### src/scc_pkg.sv
/*
  constants for the sync, clamp and coast input control block:
  register offsets, field positions, reset values and timing counts.
  assumes a 20 MHz reference clock and an 8-bit register port.
*/
package scc_pkg;
  // register port widths
  localparam int ADDR_W = 8;
  localparam int DATA_W = 8;

  // register offsets
  localparam logic [7:0] REG_CLK_CTRL    = 8'h03;
  localparam logic [7:0] REG_LINE_POL    = 8'h12;
  localparam logic [7:0] REG_FRAME_POL   = 8'h14;
  localparam logic [7:0] REG_CLAMP_CTRL  = 8'h18;
  localparam logic [7:0] REG_CLAMP_DELAY = 8'h19;
  localparam logic [7:0] REG_CLAMP_WIDTH = 8'h1A;
  localparam logic [7:0] REG_COAST_POL   = 8'h1B;
  localparam logic [7:0] REG_SLICE_THR   = 8'h1C;
  localparam logic [7:0] REG_PWR         = 8'h1E;
  localparam logic [7:0] REG_CHAN_SEL    = 8'h1F;
  localparam logic [7:0] REG_STATUS      = 8'h20;

  // field positions
  localparam int CLK_EXT_BIT    = 2;
  localparam int POL_OVR_BIT    = 5;
  localparam int POL_VAL_BIT    = 4;
  localparam int CLAMP_OVR_BIT  = 7;
  localparam int CLAMP_VAL_BIT  = 6;
  localparam int CLAMP_FN_BIT   = 4;
  localparam int COAST_OVR_BIT  = 7;
  localparam int COAST_VAL_BIT  = 6;
  localparam int PD_MANUAL_BIT  = 4;
  localparam int PD_FORCE_BIT   = 3;
  localparam int PD_PIN_POL_BIT = 2;
  localparam int CHAN_SEL_BIT   = 0;
  localparam int THR_W          = 5;

  // slicer threshold in millivolts
  localparam int THR_STEP_MV    = 8;
  localparam int THR_DEFAULT_MV = 128;

  // reset values
  localparam logic [7:0] RST_CLK_CTRL    = 8'h00;
  localparam logic [7:0] RST_LINE_POL    = 8'h00;
  localparam logic [7:0] RST_FRAME_POL   = 8'h00;
  localparam logic [7:0] RST_CLAMP_CTRL  = 8'h00;
  localparam logic [7:0] RST_CLAMP_DELAY = 8'h08;
  localparam logic [7:0] RST_CLAMP_WIDTH = 8'h0A;
  localparam logic [7:0] RST_COAST_POL   = 8'h40;
  localparam logic [7:0] RST_SLICE_THR   = 8'(THR_DEFAULT_MV / THR_STEP_MV - 1);
  localparam logic [7:0] RST_PWR         = 8'h04;
  localparam logic [7:0] RST_CHAN_SEL    = 8'h00;

  // synchroniser lane positions
  localparam int SYN_LS_A  = 0;
  localparam int SYN_LS_B  = 1;
  localparam int SYN_FS_A  = 2;
  localparam int SYN_FS_B  = 3;
  localparam int SYN_SOG_A = 4;
  localparam int SYN_SOG_B = 5;
  localparam int SYN_CLAMP = 6;
  localparam int SYN_COAST = 7;
  localparam int SYN_PD    = 8;
  localparam int SYN_W     = 9;

  // auto polarity observation window
  localparam int CLK_PERIOD_NS = 50;
  localparam int AUTO_WIN_NS   = 204800;
  localparam int AUTO_WIN_CYC  = AUTO_WIN_NS / CLK_PERIOD_NS;
  localparam logic [11:0] AUTO_WIN_LAST = 12'(AUTO_WIN_CYC - 1);
  localparam logic [12:0] AUTO_HALF     = 13'(AUTO_WIN_CYC / 2);
endpackage

### src/scc_pol_if.sv
/*
  carrier between the top block and one polarity detector.
  assumes the raw level is already synchronised to ref_clk.
*/
`timescale 1ns/10ps
interface scc_pol_if;
  logic raw;  // synchronised input level
  logic ovr;  // manual polarity override
  logic val;  // manual polarity, 1 = active high
  logic act;  // input normalised to active high
  logic pol;  // polarity in force
  modport det  (input raw, ovr, val, output act, pol);
  modport user (output raw, ovr, val, input act, pol);
endinterface

### src/scc_pol_detect.sv
/*
  automatic polarity detector for one sync, clamp or coast input.
  assumes a synchronised input; a short pulse marks the active level.
*/
`timescale 1ns/10ps
module scc_pol_detect (
  // clock and reset
  input  wire logic  ref_clk,
  input  wire logic  rst,
  // detector side of the carrier
  scc_pol_if.det     p
);
  logic [11:0] win_cnt_q;   // cycles in current window
  logic [11:0] win_cnt_d;
  logic [12:0] high_cnt_q;  // cycles spent high
  logic [12:0] high_cnt_d;
  logic        cand_q;      // candidate of last window
  logic        cand_d;
  logic        auto_pol_q;  // settled automatic polarity
  logic        auto_pol_d;
  logic        win_end;     // last cycle of a window
  logic [12:0] high_tot;    // high count including this cycle
  logic        cand_now;    // candidate of this window

  // window counting and stable decision
  always_comb
  begin
    win_end    = (win_cnt_q == scc_pkg::AUTO_WIN_LAST);
    high_tot   = high_cnt_q + 13'(p.raw);
    cand_now   = (high_tot < scc_pkg::AUTO_HALF); // mostly low: active high
    win_cnt_d  = win_cnt_q + 12'h001;
    high_cnt_d = high_tot;
    cand_d     = cand_q;
    auto_pol_d = auto_pol_q;
    if (win_end)
    begin
      win_cnt_d  = 12'h000;
      high_cnt_d = 13'h0000;
      cand_d     = cand_now;
      // two windows in a row must agree
      if (cand_now == cand_q)
        auto_pol_d = cand_now;
    end
  end

  // registers only
  always_ff @(posedge ref_clk or posedge rst)
  begin
    if (rst)
    begin
      win_cnt_q  <= 12'h000;
      high_cnt_q <= 13'h0000;
      cand_q     <= 1'b1;
      auto_pol_q <= 1'b1;
    end
    else
    begin
      win_cnt_q  <= win_cnt_d;
      high_cnt_q <= high_cnt_d;
      cand_q     <= cand_d;
      auto_pol_q <= auto_pol_d;
    end
  end

  // manual field wins over detection
  assign p.pol = p.ovr ? p.val : auto_pol_q;
  assign p.act = p.raw ^ ~p.pol;
endmodule

### src/scc_sync_ctrl.sv
/*
  sync, clamp and coast input control: pin synchronisers, polarity
  handling, lock edge, internal clamp window, coast, field and power-down.
  assumes the pins are asynchronous to ref_clk and an 8-bit register port
  whose read data is taken one cycle after the read strobe.
*/
// Local design decisions: the address-and-strobe port and the register addresses.
`timescale 1ns/10ps
module scc_sync_ctrl (
  // clock and reset
  input  wire logic        ref_clk,
  input  wire logic        rst,
  // register port
  input  wire logic [7:0]  reg_addr,
  input  wire logic [7:0]  reg_wdata,
  input  wire logic        reg_write,
  input  wire logic        reg_read,
  output logic      [7:0]  reg_rdata,
  // sync and control pins
  input  wire logic        line_sync_in_a,
  input  wire logic        line_sync_in_b,
  input  wire logic        frame_sync_in_a,
  input  wire logic        frame_sync_in_b,
  input  wire logic        green_embedded_sync_in_a,
  input  wire logic        green_embedded_sync_in_b,
  input  wire logic        clamp_in,
  input  wire logic        external_pixel_clock_in,
  input  wire logic        power_down_pin,
  // outputs to the analog and clock sections
  output logic             green_sync_slicer_out,
  output logic      [4:0]  slicer_threshold_code,
  output logic             line_sync_lock_pulse,
  output logic             clamp_active,
  output logic             coast_active,
  output logic             pixel_clock_ext_sel,
  output logic             odd_even_field,
  output logic             power_down
);
  // clamp window states
  typedef enum logic [2:0] {
    SCC_CL_IDLE  = 3'b001,
    SCC_CL_DELAY = 3'b010,
    SCC_CL_WIN   = 3'b100
  } scc_clamp_st_t;

  // register file
  logic [7:0] clk_ctrl_q,    clk_ctrl_d;     // external clock select
  logic [7:0] line_pol_q,    line_pol_d;     // line sync polarity
  logic [7:0] frame_pol_q,   frame_pol_d;    // frame sync polarity
  logic [7:0] clamp_ctrl_q,  clamp_ctrl_d;   // clamp enable and polarity
  logic [7:0] clamp_dly_q,   clamp_dly_d;    // internal clamp delay
  logic [7:0] clamp_wid_q,   clamp_wid_d;    // internal clamp width
  logic [7:0] coast_pol_q,   coast_pol_d;    // coast polarity
  logic [7:0] slice_thr_q,   slice_thr_d;    // slicer threshold code
  logic [7:0] pwr_q,         pwr_d;          // power-down control
  logic [7:0] chan_q,        chan_d;         // input set select
  logic [7:0] rdata_q,       rdata_d;        // read data register

  // synchronisers
  logic [scc_pkg::SYN_W-1:0] sync1_q;  // first stage, read only by sync2
  logic [scc_pkg::SYN_W-1:0] sync2_q;  // second stage
  logic [scc_pkg::SYN_W-1:0] pins;     // pin vector

  // sync processing
  logic        chan_b;                  // input set 1 selected
  logic        ls_act_q,  fs_act_q;     // previous active levels
  logic        ls_lead, ls_trail;       // line sync edges
  logic        fs_lead;                 // frame sync leading edge
  logic        coast_any;               // external or internal coast
  logic        lock_q,    lock_d;       // lock edge pulse
  logic        coast_q,   coast_d;      // registered coast
  logic        sog_q,     sog_d;        // slicer output
  logic [15:0] line_cnt_q, line_cnt_d;  // cycles since line lead
  logic [15:0] line_len_q, line_len_d;  // last line length
  logic        field_q,   field_d;      // odd/even field
  logic        pd_q,      pd_d;         // power-down output
  logic        pd_pin_act;              // pin in its active sense
  scc_clamp_st_t clamp_st_q, clamp_st_d;  // clamp window state
  logic [7:0]  clamp_cnt_q, clamp_cnt_d;  // clamp window counter
  logic        clamp_q,   clamp_d;        // clamp output

  // polarity carriers
  scc_pol_if line_p ();
  scc_pol_if frame_p ();
  scc_pol_if clamp_p ();
  scc_pol_if coast_p ();

  // pin vector in lane order
  assign pins = {power_down_pin, external_pixel_clock_in, clamp_in,
                 green_embedded_sync_in_b, green_embedded_sync_in_a,
                 frame_sync_in_b, frame_sync_in_a,
                 line_sync_in_b, line_sync_in_a};

  // two-stage synchroniser for every pin
  always_ff @(posedge ref_clk or posedge rst)
  begin
    if (rst)
    begin
      sync1_q <= '0;
      sync2_q <= '0;
    end
    else
    begin
      sync1_q <= pins;
      sync2_q <= sync1_q;
    end
  end

  // input set select for all three syncs
  assign chan_b = chan_q[scc_pkg::CHAN_SEL_BIT];
  assign line_p.raw  = chan_b ? sync2_q[scc_pkg::SYN_LS_B] : sync2_q[scc_pkg::SYN_LS_A];
  assign frame_p.raw = chan_b ? sync2_q[scc_pkg::SYN_FS_B] : sync2_q[scc_pkg::SYN_FS_A];
  assign clamp_p.raw = sync2_q[scc_pkg::SYN_CLAMP];
  // shared pin sampled as coast whatever the clock select
  assign coast_p.raw = sync2_q[scc_pkg::SYN_COAST];

  // manual polarity fields
  assign line_p.ovr  = line_pol_q[scc_pkg::POL_OVR_BIT];
  assign line_p.val  = line_pol_q[scc_pkg::POL_VAL_BIT];
  assign frame_p.ovr = frame_pol_q[scc_pkg::POL_OVR_BIT];
  assign frame_p.val = frame_pol_q[scc_pkg::POL_VAL_BIT];
  assign clamp_p.ovr = clamp_ctrl_q[scc_pkg::CLAMP_OVR_BIT];
  assign clamp_p.val = clamp_ctrl_q[scc_pkg::CLAMP_VAL_BIT];
  assign coast_p.ovr = coast_pol_q[scc_pkg::COAST_OVR_BIT];
  assign coast_p.val = coast_pol_q[scc_pkg::COAST_VAL_BIT];

  // one detector per line sync, frame sync, clamp and coast input; the embedded syncs have none
  scc_pol_detect u_line_pol  (.ref_clk(ref_clk), .rst(rst), .p(line_p.det));
  scc_pol_detect u_frame_pol (.ref_clk(ref_clk), .rst(rst), .p(frame_p.det));
  scc_pol_detect u_clamp_pol (.ref_clk(ref_clk), .rst(rst), .p(clamp_p.det));
  scc_pol_detect u_coast_pol (.ref_clk(ref_clk), .rst(rst), .p(coast_p.det));

  // edges of the normalised syncs; polarity 0 makes falling active
  assign ls_lead   = line_p.act & ~ls_act_q;
  assign ls_trail  = ~line_p.act & ls_act_q;
  assign fs_lead   = frame_p.act & ~fs_act_q;
  // frame sync pulse doubles as internal coast
  assign coast_any = coast_p.act | frame_p.act;

  // pin level in its programmed sense, 1 = active high
  function automatic logic power_down_pin_level(input logic lvl, input logic hi);
    power_down_pin_level = hi ? lvl : ~lvl;
  endfunction
  assign pd_pin_act = power_down_pin_level(sync2_q[scc_pkg::SYN_PD],
                                           pwr_q[scc_pkg::PD_PIN_POL_BIT]);

  // sync, field, coast and power-down next values
  always_comb
  begin
    // lock only on leading edge, held off by coast
    lock_d     = ls_lead & ~coast_any;
    coast_d    = coast_any;
    // noninverted embedded sync of the chosen set
    sog_d      = chan_b ? sync2_q[scc_pkg::SYN_SOG_B] : sync2_q[scc_pkg::SYN_SOG_A];
    line_cnt_d = (line_cnt_q == 16'hFFFF) ? line_cnt_q : line_cnt_q + 16'h0001;
    line_len_d = line_len_q;
    field_d    = field_q;
    if (ls_lead)
    begin
      line_len_d = line_cnt_q;
      line_cnt_d = 16'h0000;
    end
    // field from frame edge position within the line
    if (fs_lead)
      field_d = (line_cnt_q > {1'b0, line_len_q[15:1]});
    // manual power-down from bit or pin
    pd_d = pwr_q[scc_pkg::PD_MANUAL_BIT] & (pwr_q[scc_pkg::PD_FORCE_BIT] | pd_pin_act);
  end

  // internal clamp window from the trailing edge
  always_comb
  begin
    clamp_st_d  = clamp_st_q;
    clamp_cnt_d = clamp_cnt_q;
    case (clamp_st_q)
      SCC_CL_IDLE:
      begin
        clamp_cnt_d = clamp_cnt_q;
      end
      SCC_CL_DELAY:
      begin
        // count out the delay
        if (clamp_cnt_q == 8'h00)
        begin
          clamp_st_d  = SCC_CL_WIN;
          clamp_cnt_d = clamp_wid_q;
        end
        else
          clamp_cnt_d = clamp_cnt_q - 8'h01;
      end
      SCC_CL_WIN:
      begin
        // count out the width
        if (clamp_cnt_q == 8'h00)
          clamp_st_d = SCC_CL_IDLE;
        else
          clamp_cnt_d = clamp_cnt_q - 8'h01;
      end
      default:
      begin
        clamp_st_d  = SCC_CL_IDLE;
        clamp_cnt_d = 8'h00;
      end
    endcase
    // every trailing edge restarts the delay
    if (ls_trail)
    begin
      clamp_st_d  = SCC_CL_DELAY;
      clamp_cnt_d = clamp_dly_q;
    end
    // external pin only when enabled
    clamp_d = clamp_ctrl_q[scc_pkg::CLAMP_FN_BIT] ? clamp_p.act
                                                  : (clamp_st_q == SCC_CL_WIN);
  end

  // register writes and read data
  always_comb
  begin
    clk_ctrl_d   = clk_ctrl_q;
    line_pol_d   = line_pol_q;
    frame_pol_d  = frame_pol_q;
    clamp_ctrl_d = clamp_ctrl_q;
    clamp_dly_d  = clamp_dly_q;
    clamp_wid_d  = clamp_wid_q;
    coast_pol_d  = coast_pol_q;
    slice_thr_d  = slice_thr_q;
    pwr_d        = pwr_q;
    chan_d       = chan_q;
    rdata_d      = 8'h00;
    if (reg_write)
    begin
      case (reg_addr)
        scc_pkg::REG_CLK_CTRL:    clk_ctrl_d   = reg_wdata;
        scc_pkg::REG_LINE_POL:    line_pol_d   = reg_wdata;
        scc_pkg::REG_FRAME_POL:   frame_pol_d  = reg_wdata;
        scc_pkg::REG_CLAMP_CTRL:  clamp_ctrl_d = reg_wdata;
        scc_pkg::REG_CLAMP_DELAY: clamp_dly_d  = reg_wdata;
        scc_pkg::REG_CLAMP_WIDTH: clamp_wid_d  = reg_wdata;
        scc_pkg::REG_COAST_POL:   coast_pol_d  = reg_wdata;
        // threshold code field only
        scc_pkg::REG_SLICE_THR:   slice_thr_d  = {3'h0, reg_wdata[scc_pkg::THR_W-1:0]};
        scc_pkg::REG_PWR:         pwr_d        = reg_wdata;
        scc_pkg::REG_CHAN_SEL:    chan_d       = reg_wdata;
        default:                  chan_d       = chan_q;
      endcase
    end
    if (reg_read)
    begin
      case (reg_addr)
        scc_pkg::REG_CLK_CTRL:    rdata_d = clk_ctrl_q;
        scc_pkg::REG_LINE_POL:    rdata_d = line_pol_q;
        scc_pkg::REG_FRAME_POL:   rdata_d = frame_pol_q;
        scc_pkg::REG_CLAMP_CTRL:  rdata_d = clamp_ctrl_q;
        scc_pkg::REG_CLAMP_DELAY: rdata_d = clamp_dly_q;
        scc_pkg::REG_CLAMP_WIDTH: rdata_d = clamp_wid_q;
        scc_pkg::REG_COAST_POL:   rdata_d = coast_pol_q;
        scc_pkg::REG_SLICE_THR:   rdata_d = slice_thr_q;
        scc_pkg::REG_PWR:         rdata_d = pwr_q;
        scc_pkg::REG_CHAN_SEL:    rdata_d = chan_q;
        // live polarities and field
        scc_pkg::REG_STATUS:      rdata_d = {3'h0, field_q, coast_p.pol, clamp_p.pol,
                                             frame_p.pol, line_p.pol};
        default:                  rdata_d = 8'h00;
      endcase
    end
  end

  // all block state registers except the synchronisers
  always_ff @(posedge ref_clk or posedge rst)
  begin
    if (rst)
    begin
      clk_ctrl_q   <= scc_pkg::RST_CLK_CTRL;
      line_pol_q   <= scc_pkg::RST_LINE_POL;
      frame_pol_q  <= scc_pkg::RST_FRAME_POL;
      clamp_ctrl_q <= scc_pkg::RST_CLAMP_CTRL;
      clamp_dly_q  <= scc_pkg::RST_CLAMP_DELAY;
      clamp_wid_q  <= scc_pkg::RST_CLAMP_WIDTH;
      coast_pol_q  <= scc_pkg::RST_COAST_POL;
      slice_thr_q  <= scc_pkg::RST_SLICE_THR;
      pwr_q        <= scc_pkg::RST_PWR;
      chan_q       <= scc_pkg::RST_CHAN_SEL;
      rdata_q      <= 8'h00;
      ls_act_q     <= 1'b0;
      fs_act_q     <= 1'b0;
      lock_q       <= 1'b0;
      coast_q      <= 1'b0;
      sog_q        <= 1'b0;
      line_cnt_q   <= 16'h0000;
      line_len_q   <= 16'h0000;
      field_q      <= 1'b0;
      pd_q         <= 1'b0;
      clamp_st_q   <= SCC_CL_IDLE;
      clamp_cnt_q  <= 8'h00;
      clamp_q      <= 1'b0;
    end
    else
    begin
      clk_ctrl_q   <= clk_ctrl_d;
      line_pol_q   <= line_pol_d;
      frame_pol_q  <= frame_pol_d;
      clamp_ctrl_q <= clamp_ctrl_d;
      clamp_dly_q  <= clamp_dly_d;
      clamp_wid_q  <= clamp_wid_d;
      coast_pol_q  <= coast_pol_d;
      slice_thr_q  <= slice_thr_d;
      pwr_q        <= pwr_d;
      chan_q       <= chan_d;
      rdata_q      <= rdata_d;
      ls_act_q     <= line_p.act;
      fs_act_q     <= frame_p.act;
      lock_q       <= lock_d;
      coast_q      <= coast_d;
      sog_q        <= sog_d;
      line_cnt_q   <= line_cnt_d;
      line_len_q   <= line_len_d;
      field_q      <= field_d;
      pd_q         <= pd_d;
      clamp_st_q   <= clamp_st_d;
      clamp_cnt_q  <= clamp_cnt_d;
      clamp_q      <= clamp_d;
    end
  end

  // outputs straight from registers
  assign reg_rdata             = rdata_q;
  assign green_sync_slicer_out = sog_q;
  assign slicer_threshold_code = slice_thr_q[scc_pkg::THR_W-1:0];
  assign line_sync_lock_pulse  = lock_q;
  assign clamp_active          = clamp_q;
  assign coast_active          = coast_q;
  assign pixel_clock_ext_sel   = clk_ctrl_q[scc_pkg::CLK_EXT_BIT];
  assign odd_even_field        = field_q;
  assign power_down            = pd_q;
endmodule

### config.mk
export PLATFORM = sky130hd
export DESIGN_NAME = scc_sync_ctrl
export DESIGN_NICKNAME = d
export VERILOG_FILES = /design/src/scc_pkg.sv /design/src/scc_pol_if.sv /design/src/scc_pol_detect.sv /design/src/scc_sync_ctrl.sv
export SDC_FILE = /design/constraint.sdc
export NUM_CORES = 1
export LEC_CHECK = 0
export BUFFER_PORTS_ARGS = -buffer_cell sky130_fd_sc_hd__clkbuf_2
export CORE_UTILIZATION = 46
export DETAILED_ROUTE_END_ITERATION = 8
export RECOVER_POWER = 50
export SLEW_MARGIN = 10
export SYNTH_ARGS = -nofsm -noshare
export SYNTH_HDL_FRONTEND = slang
export SYNTH_HIERARCHICAL = 1
export SYNTH_SLANG_ARGS = --single-unit
### constraint.sdc
create_clock -name ref_clk -period 12.1 [get_ports ref_clk]
set_input_delay 0.605 -clock ref_clk [delete_from_list [all_inputs] [get_ports ref_clk]]
set_output_delay 0.605 -clock ref_clk [all_outputs]
set_load 0.01 [all_outputs]
==> results.yml <==
cts:
  clock_latency_ns: 0.54
  numCtsBuffers: 29
  postCtsSetupRepairBufs: 0
  root_buffer: "clkbuf_16"
  cts_max_path_buffers: 3
  htreeDepth: 1
  clkTransAtPathRegs_ns: 0.06
  post_cts_resized: 0
  cts.sinks: 261
  cts_hold_buf: 0
  cts_tree: "yes"
setup_path:
  cp-end-kind: "async pin"
  critPathMaxFanout: 82
  worst-setup-path-type: "in2async"
  cp.required_ns: 11.89
  crit_arrival_ns: 5.72
  cp-start-kind: "primary input"
  r2r-end: "clamp_cnt_q[4]"
  ff2ff_path_depth: 6
  reg2reg_slack_ns: 9.18
  r2r-start: "chan_q[0]"
yosys:
  syn-cell-area_mm2: 0.0124
  synth-simple-area-share_pct: 17.0
  ys_seq_area_share_pct: 53.0
  syn_nets: 1153
  yosysWarnings: 6
  synthDistinctLibCells: 74
  synthCells: 1095
  synthArstFlopShare_pct: 100
  synth_fa_ha_area_share_pct: 2.93
  dominantRegCellSynth: "dfrtp_1"
  synth_mux_area_share_pct: 9.32
  synthXorXnorAreaFrac_pct: 6.94
  synth_edf_count: 0
  synth-compound-area-share_pct: 7.97
  ys_ff_latch: 261
  synth_top_family_by_area: "simple AND/OR/NAND/NOR gates"
  avgSynthCellArea_um2: 11.3
power_and_ir_drop:
  ir_drop_mv: 0.0978
  pwr_density_cell_mw_per_mm2: 157
  leakagePower_nw: 6.26
sta:
  finalMaxSlewViolations: 156
  finalCritPeriodShare_pct: 49.0
  timing.final.crit_period_ns: 5.93
  hold_viol: 0
  tightest_slew_ns: 3.73
  skew_ns: 0.0117
  setup_tns_ns: 0
  maxSlewHeadroom_pct: -149
  timing.fmax_ghz: 0.169
  rsz0062_at_grt: "no"
  setup_violations: 0
die:
  fp.dieH_um: 166
  die_x_um: 166
  rows: 59
  dieArea_mm2: 0.0276
  io_pins: 49
  core_area_mm2: 0.0262
  start_util_pct: 47.2
global_route:
  grt_usage_pct: 19.3
  grt_antenna_before_repair: 0
  met2_usage_pct: 29.8
  grtUsageMet1_pct: 28.3
  grt_max_degree: 83
  busiest_layer: "met2"
  grt_pass1_vias: 8047
  grt_use_met3_pct: 2.50
  grt_pass1_wl_um: 43000
  grt_overflow: 0
detailed_routing:
  via_per_inst: 5.44
  drt-total-wl_um: 25900
  detail_route.wl_per_cell_um: 17.3
  drtAntennaViolNets: 0
  drc: 4
  dr_total_vias: 8132
  first_iter_violations: 494
  drt-pass1-iter-count: 8
placement:
  dpl_cell_area_mm2: 0.0128
  numPortBuffers: 48
  gp_congestion: 0.896
  dp_hpwl_um: 17800
  dp.cells: 1442
min_path:
  hold_path.class: "in2reg"
  min_from: "external_pixel_clock_in"
  hold_path_depth: 1
  hold_path_end: "sync1_q[7]"
final_layout:
  layoutNonFillerInstCount: 1495
  fillers: 2350
  num_antenna_cells: 0
  final_area_mm2: 0.0138
  drive_gt1_share_pct: 19.7
  area_growth_syn_to_layout_pct: 11.2
  fin_nets: 1196
run_status:
  status: "complete, but fails checks"
  violations: "design-rule violations, max-capacitance violations, max-slew violations"
job:
  drv_cap: 2
[cells in the mapped netlist (7+ instances only)]
master | count | area share, %
dfrtp_1 | 243 | 49
nor2_1 | 117 | 3.6
mux2_2 | 89 | 8.1
nand2_1 | 74 | 2.2
xnor2_1 | 55 | 3.9
xor2_1 | 43 | 3.0
nand3_1 | 42 | 1.7
inv_1 | 40 | 1.2
o21ai_0 | 32 | 1.3
ha_1 | 29 | 2.9
a21oi_1 | 22 | 0.89
nor2b_1 | 21 | 1.1
and3_1 | 19 | 0.96
dfstp_2 | 18 | 3.8
nor3_1 | 17 | 0.69
mux2i_1 | 15 | 1.2
nand4_1 | 13 | 0.66
a221oi_1 | 12 | 0.85
a22oi_1 | 12 | 0.73
clkbuf_1 | 12 | 0.36
nand2b_1 | 11 | 0.56
buf_2 | 9 | 0.36
o22ai_1 | 9 | 0.46
a31oi_1 | 8 | 0.40
buf_1 | 7 | 0.21
nand2_2 | 7 | 0.35
or2_2 | 7 | 0.35
[per-stage QoR]
stage                     total power, W  hold WS [ns]  setup slack, ns  utilization (%)
after floorplan                  0.00121         0.331             7.39                -
after global placement           0.00128         0.334             9.33             49.0
after detailed placement         0.00129         0.335             9.22             49.0
after CTS                        0.00219         0.146             9.20             52.8
after global routing             0.00227         0.155             4.81             52.5
final                            0.00216         0.169             6.17             52.5
[worst max-delay path by stage]
stage	from	endpoint	slack, ns	depth (start not counted)
after floorplan	rst	chan_q[0]	7.39	1
after detailed placement	chan_q[0]	clamp_cnt_q[4]	9.22	6
after global routing	rst	slice_thr_q[4]	4.81	3
after global placement	chan_q[0]	clamp_cnt_q[4]	9.33	6
final	rst	slice_thr_q[4]	6.17	3
after CTS	chan_q[0]	clamp_cnt_q[4]	9.20	6
[power breakdown]
group	switching (W)	total, W	internal (W)	leakage [nW]
logic	0.000134	0.000240	0.000106	2.37
clock network	0.000347	0.000891	0.000545	0.495
registers	0.0000777	0.00103	0.000951	3.39
[area by class of cell]
cell class	instances	area, um^2	area share, %
Timing Repair Buffer	50	228	1.66
Multi-Input combinational cell	756	5420	39.4
Inverter	40	151	1.10
Tap cell	335	419	3.05
Sequential cell	261	6550	47.7
Clock inverter	13	144	1.05
Clock buffer	40	837	6.09
[worst max-delay path, cell delays in order]
cell and delay [ns]:
clkbuf_1 0.19, clkinvlp_2 2.09, clkbuf_1 2.74
[kinds of logic after synthesis]
| logic type | Yosys count |
|---|---|
| fa+ha+maj | 29 |
| xor+xnor | 98 |
| flops | 261 |
| mux | 104 |
| compound gates | 142 |
| buf+inv | 78 |
| simple gates | 383 |
[per-layer routing]
layer  share of wire (%)  up-vias
met2                  44      168
met3                 4.3       50
met4                 3.1        0
met5                   0        -
li1                    -     3915
met1                  48     3999
[cell usage in the layout (no fill, tap or decap), types with 5 or more instances in the layout]
cell       count
dfrtp_1      243
nor2_1       117
mux2_2        86
nand2_1       74
xnor2_1       55
xor2_1        43
nand3_1       42
inv_1         39
o21ai_0       32
ha_1          29
clkbuf_16     29
clkbuf_2      29
clkbuf_1      24
a21oi_1       22
nor2b_1       20
and3_1        20
nor3_1        17
mux2i_1       15
nand4_1       13
dfstp_2       13
a221oi_1      12
a22oi_1       12
nand2b_1      11
o22ai_1        9
clkinv_2       9
a31oi_1        8
nand2_2        7
or2_2          7
clkbuf_8       7
nor3b_1        6
and4_1         5
a21o_1         5
nand4_2        5
dfstp_1        5
[sequential cells by signal, indices dropped and copies added, names as in the netlist, 9 cells and up]
register                flops
line_cnt_q                 16
line_len_q                 15
sync1_q                     9
sync2_q                     9
u_clamp_pol/high_cnt_q     13
u_clamp_pol/win_cnt_q      12
u_coast_pol/high_cnt_q     13
u_coast_pol/win_cnt_q      12
u_frame_pol/high_cnt_q     13
u_frame_pol/win_cnt_q      12
u_line_pol/high_cnt_q      13
u_line_pol/win_cnt_q       12
(Power assumes the default switching activity.)
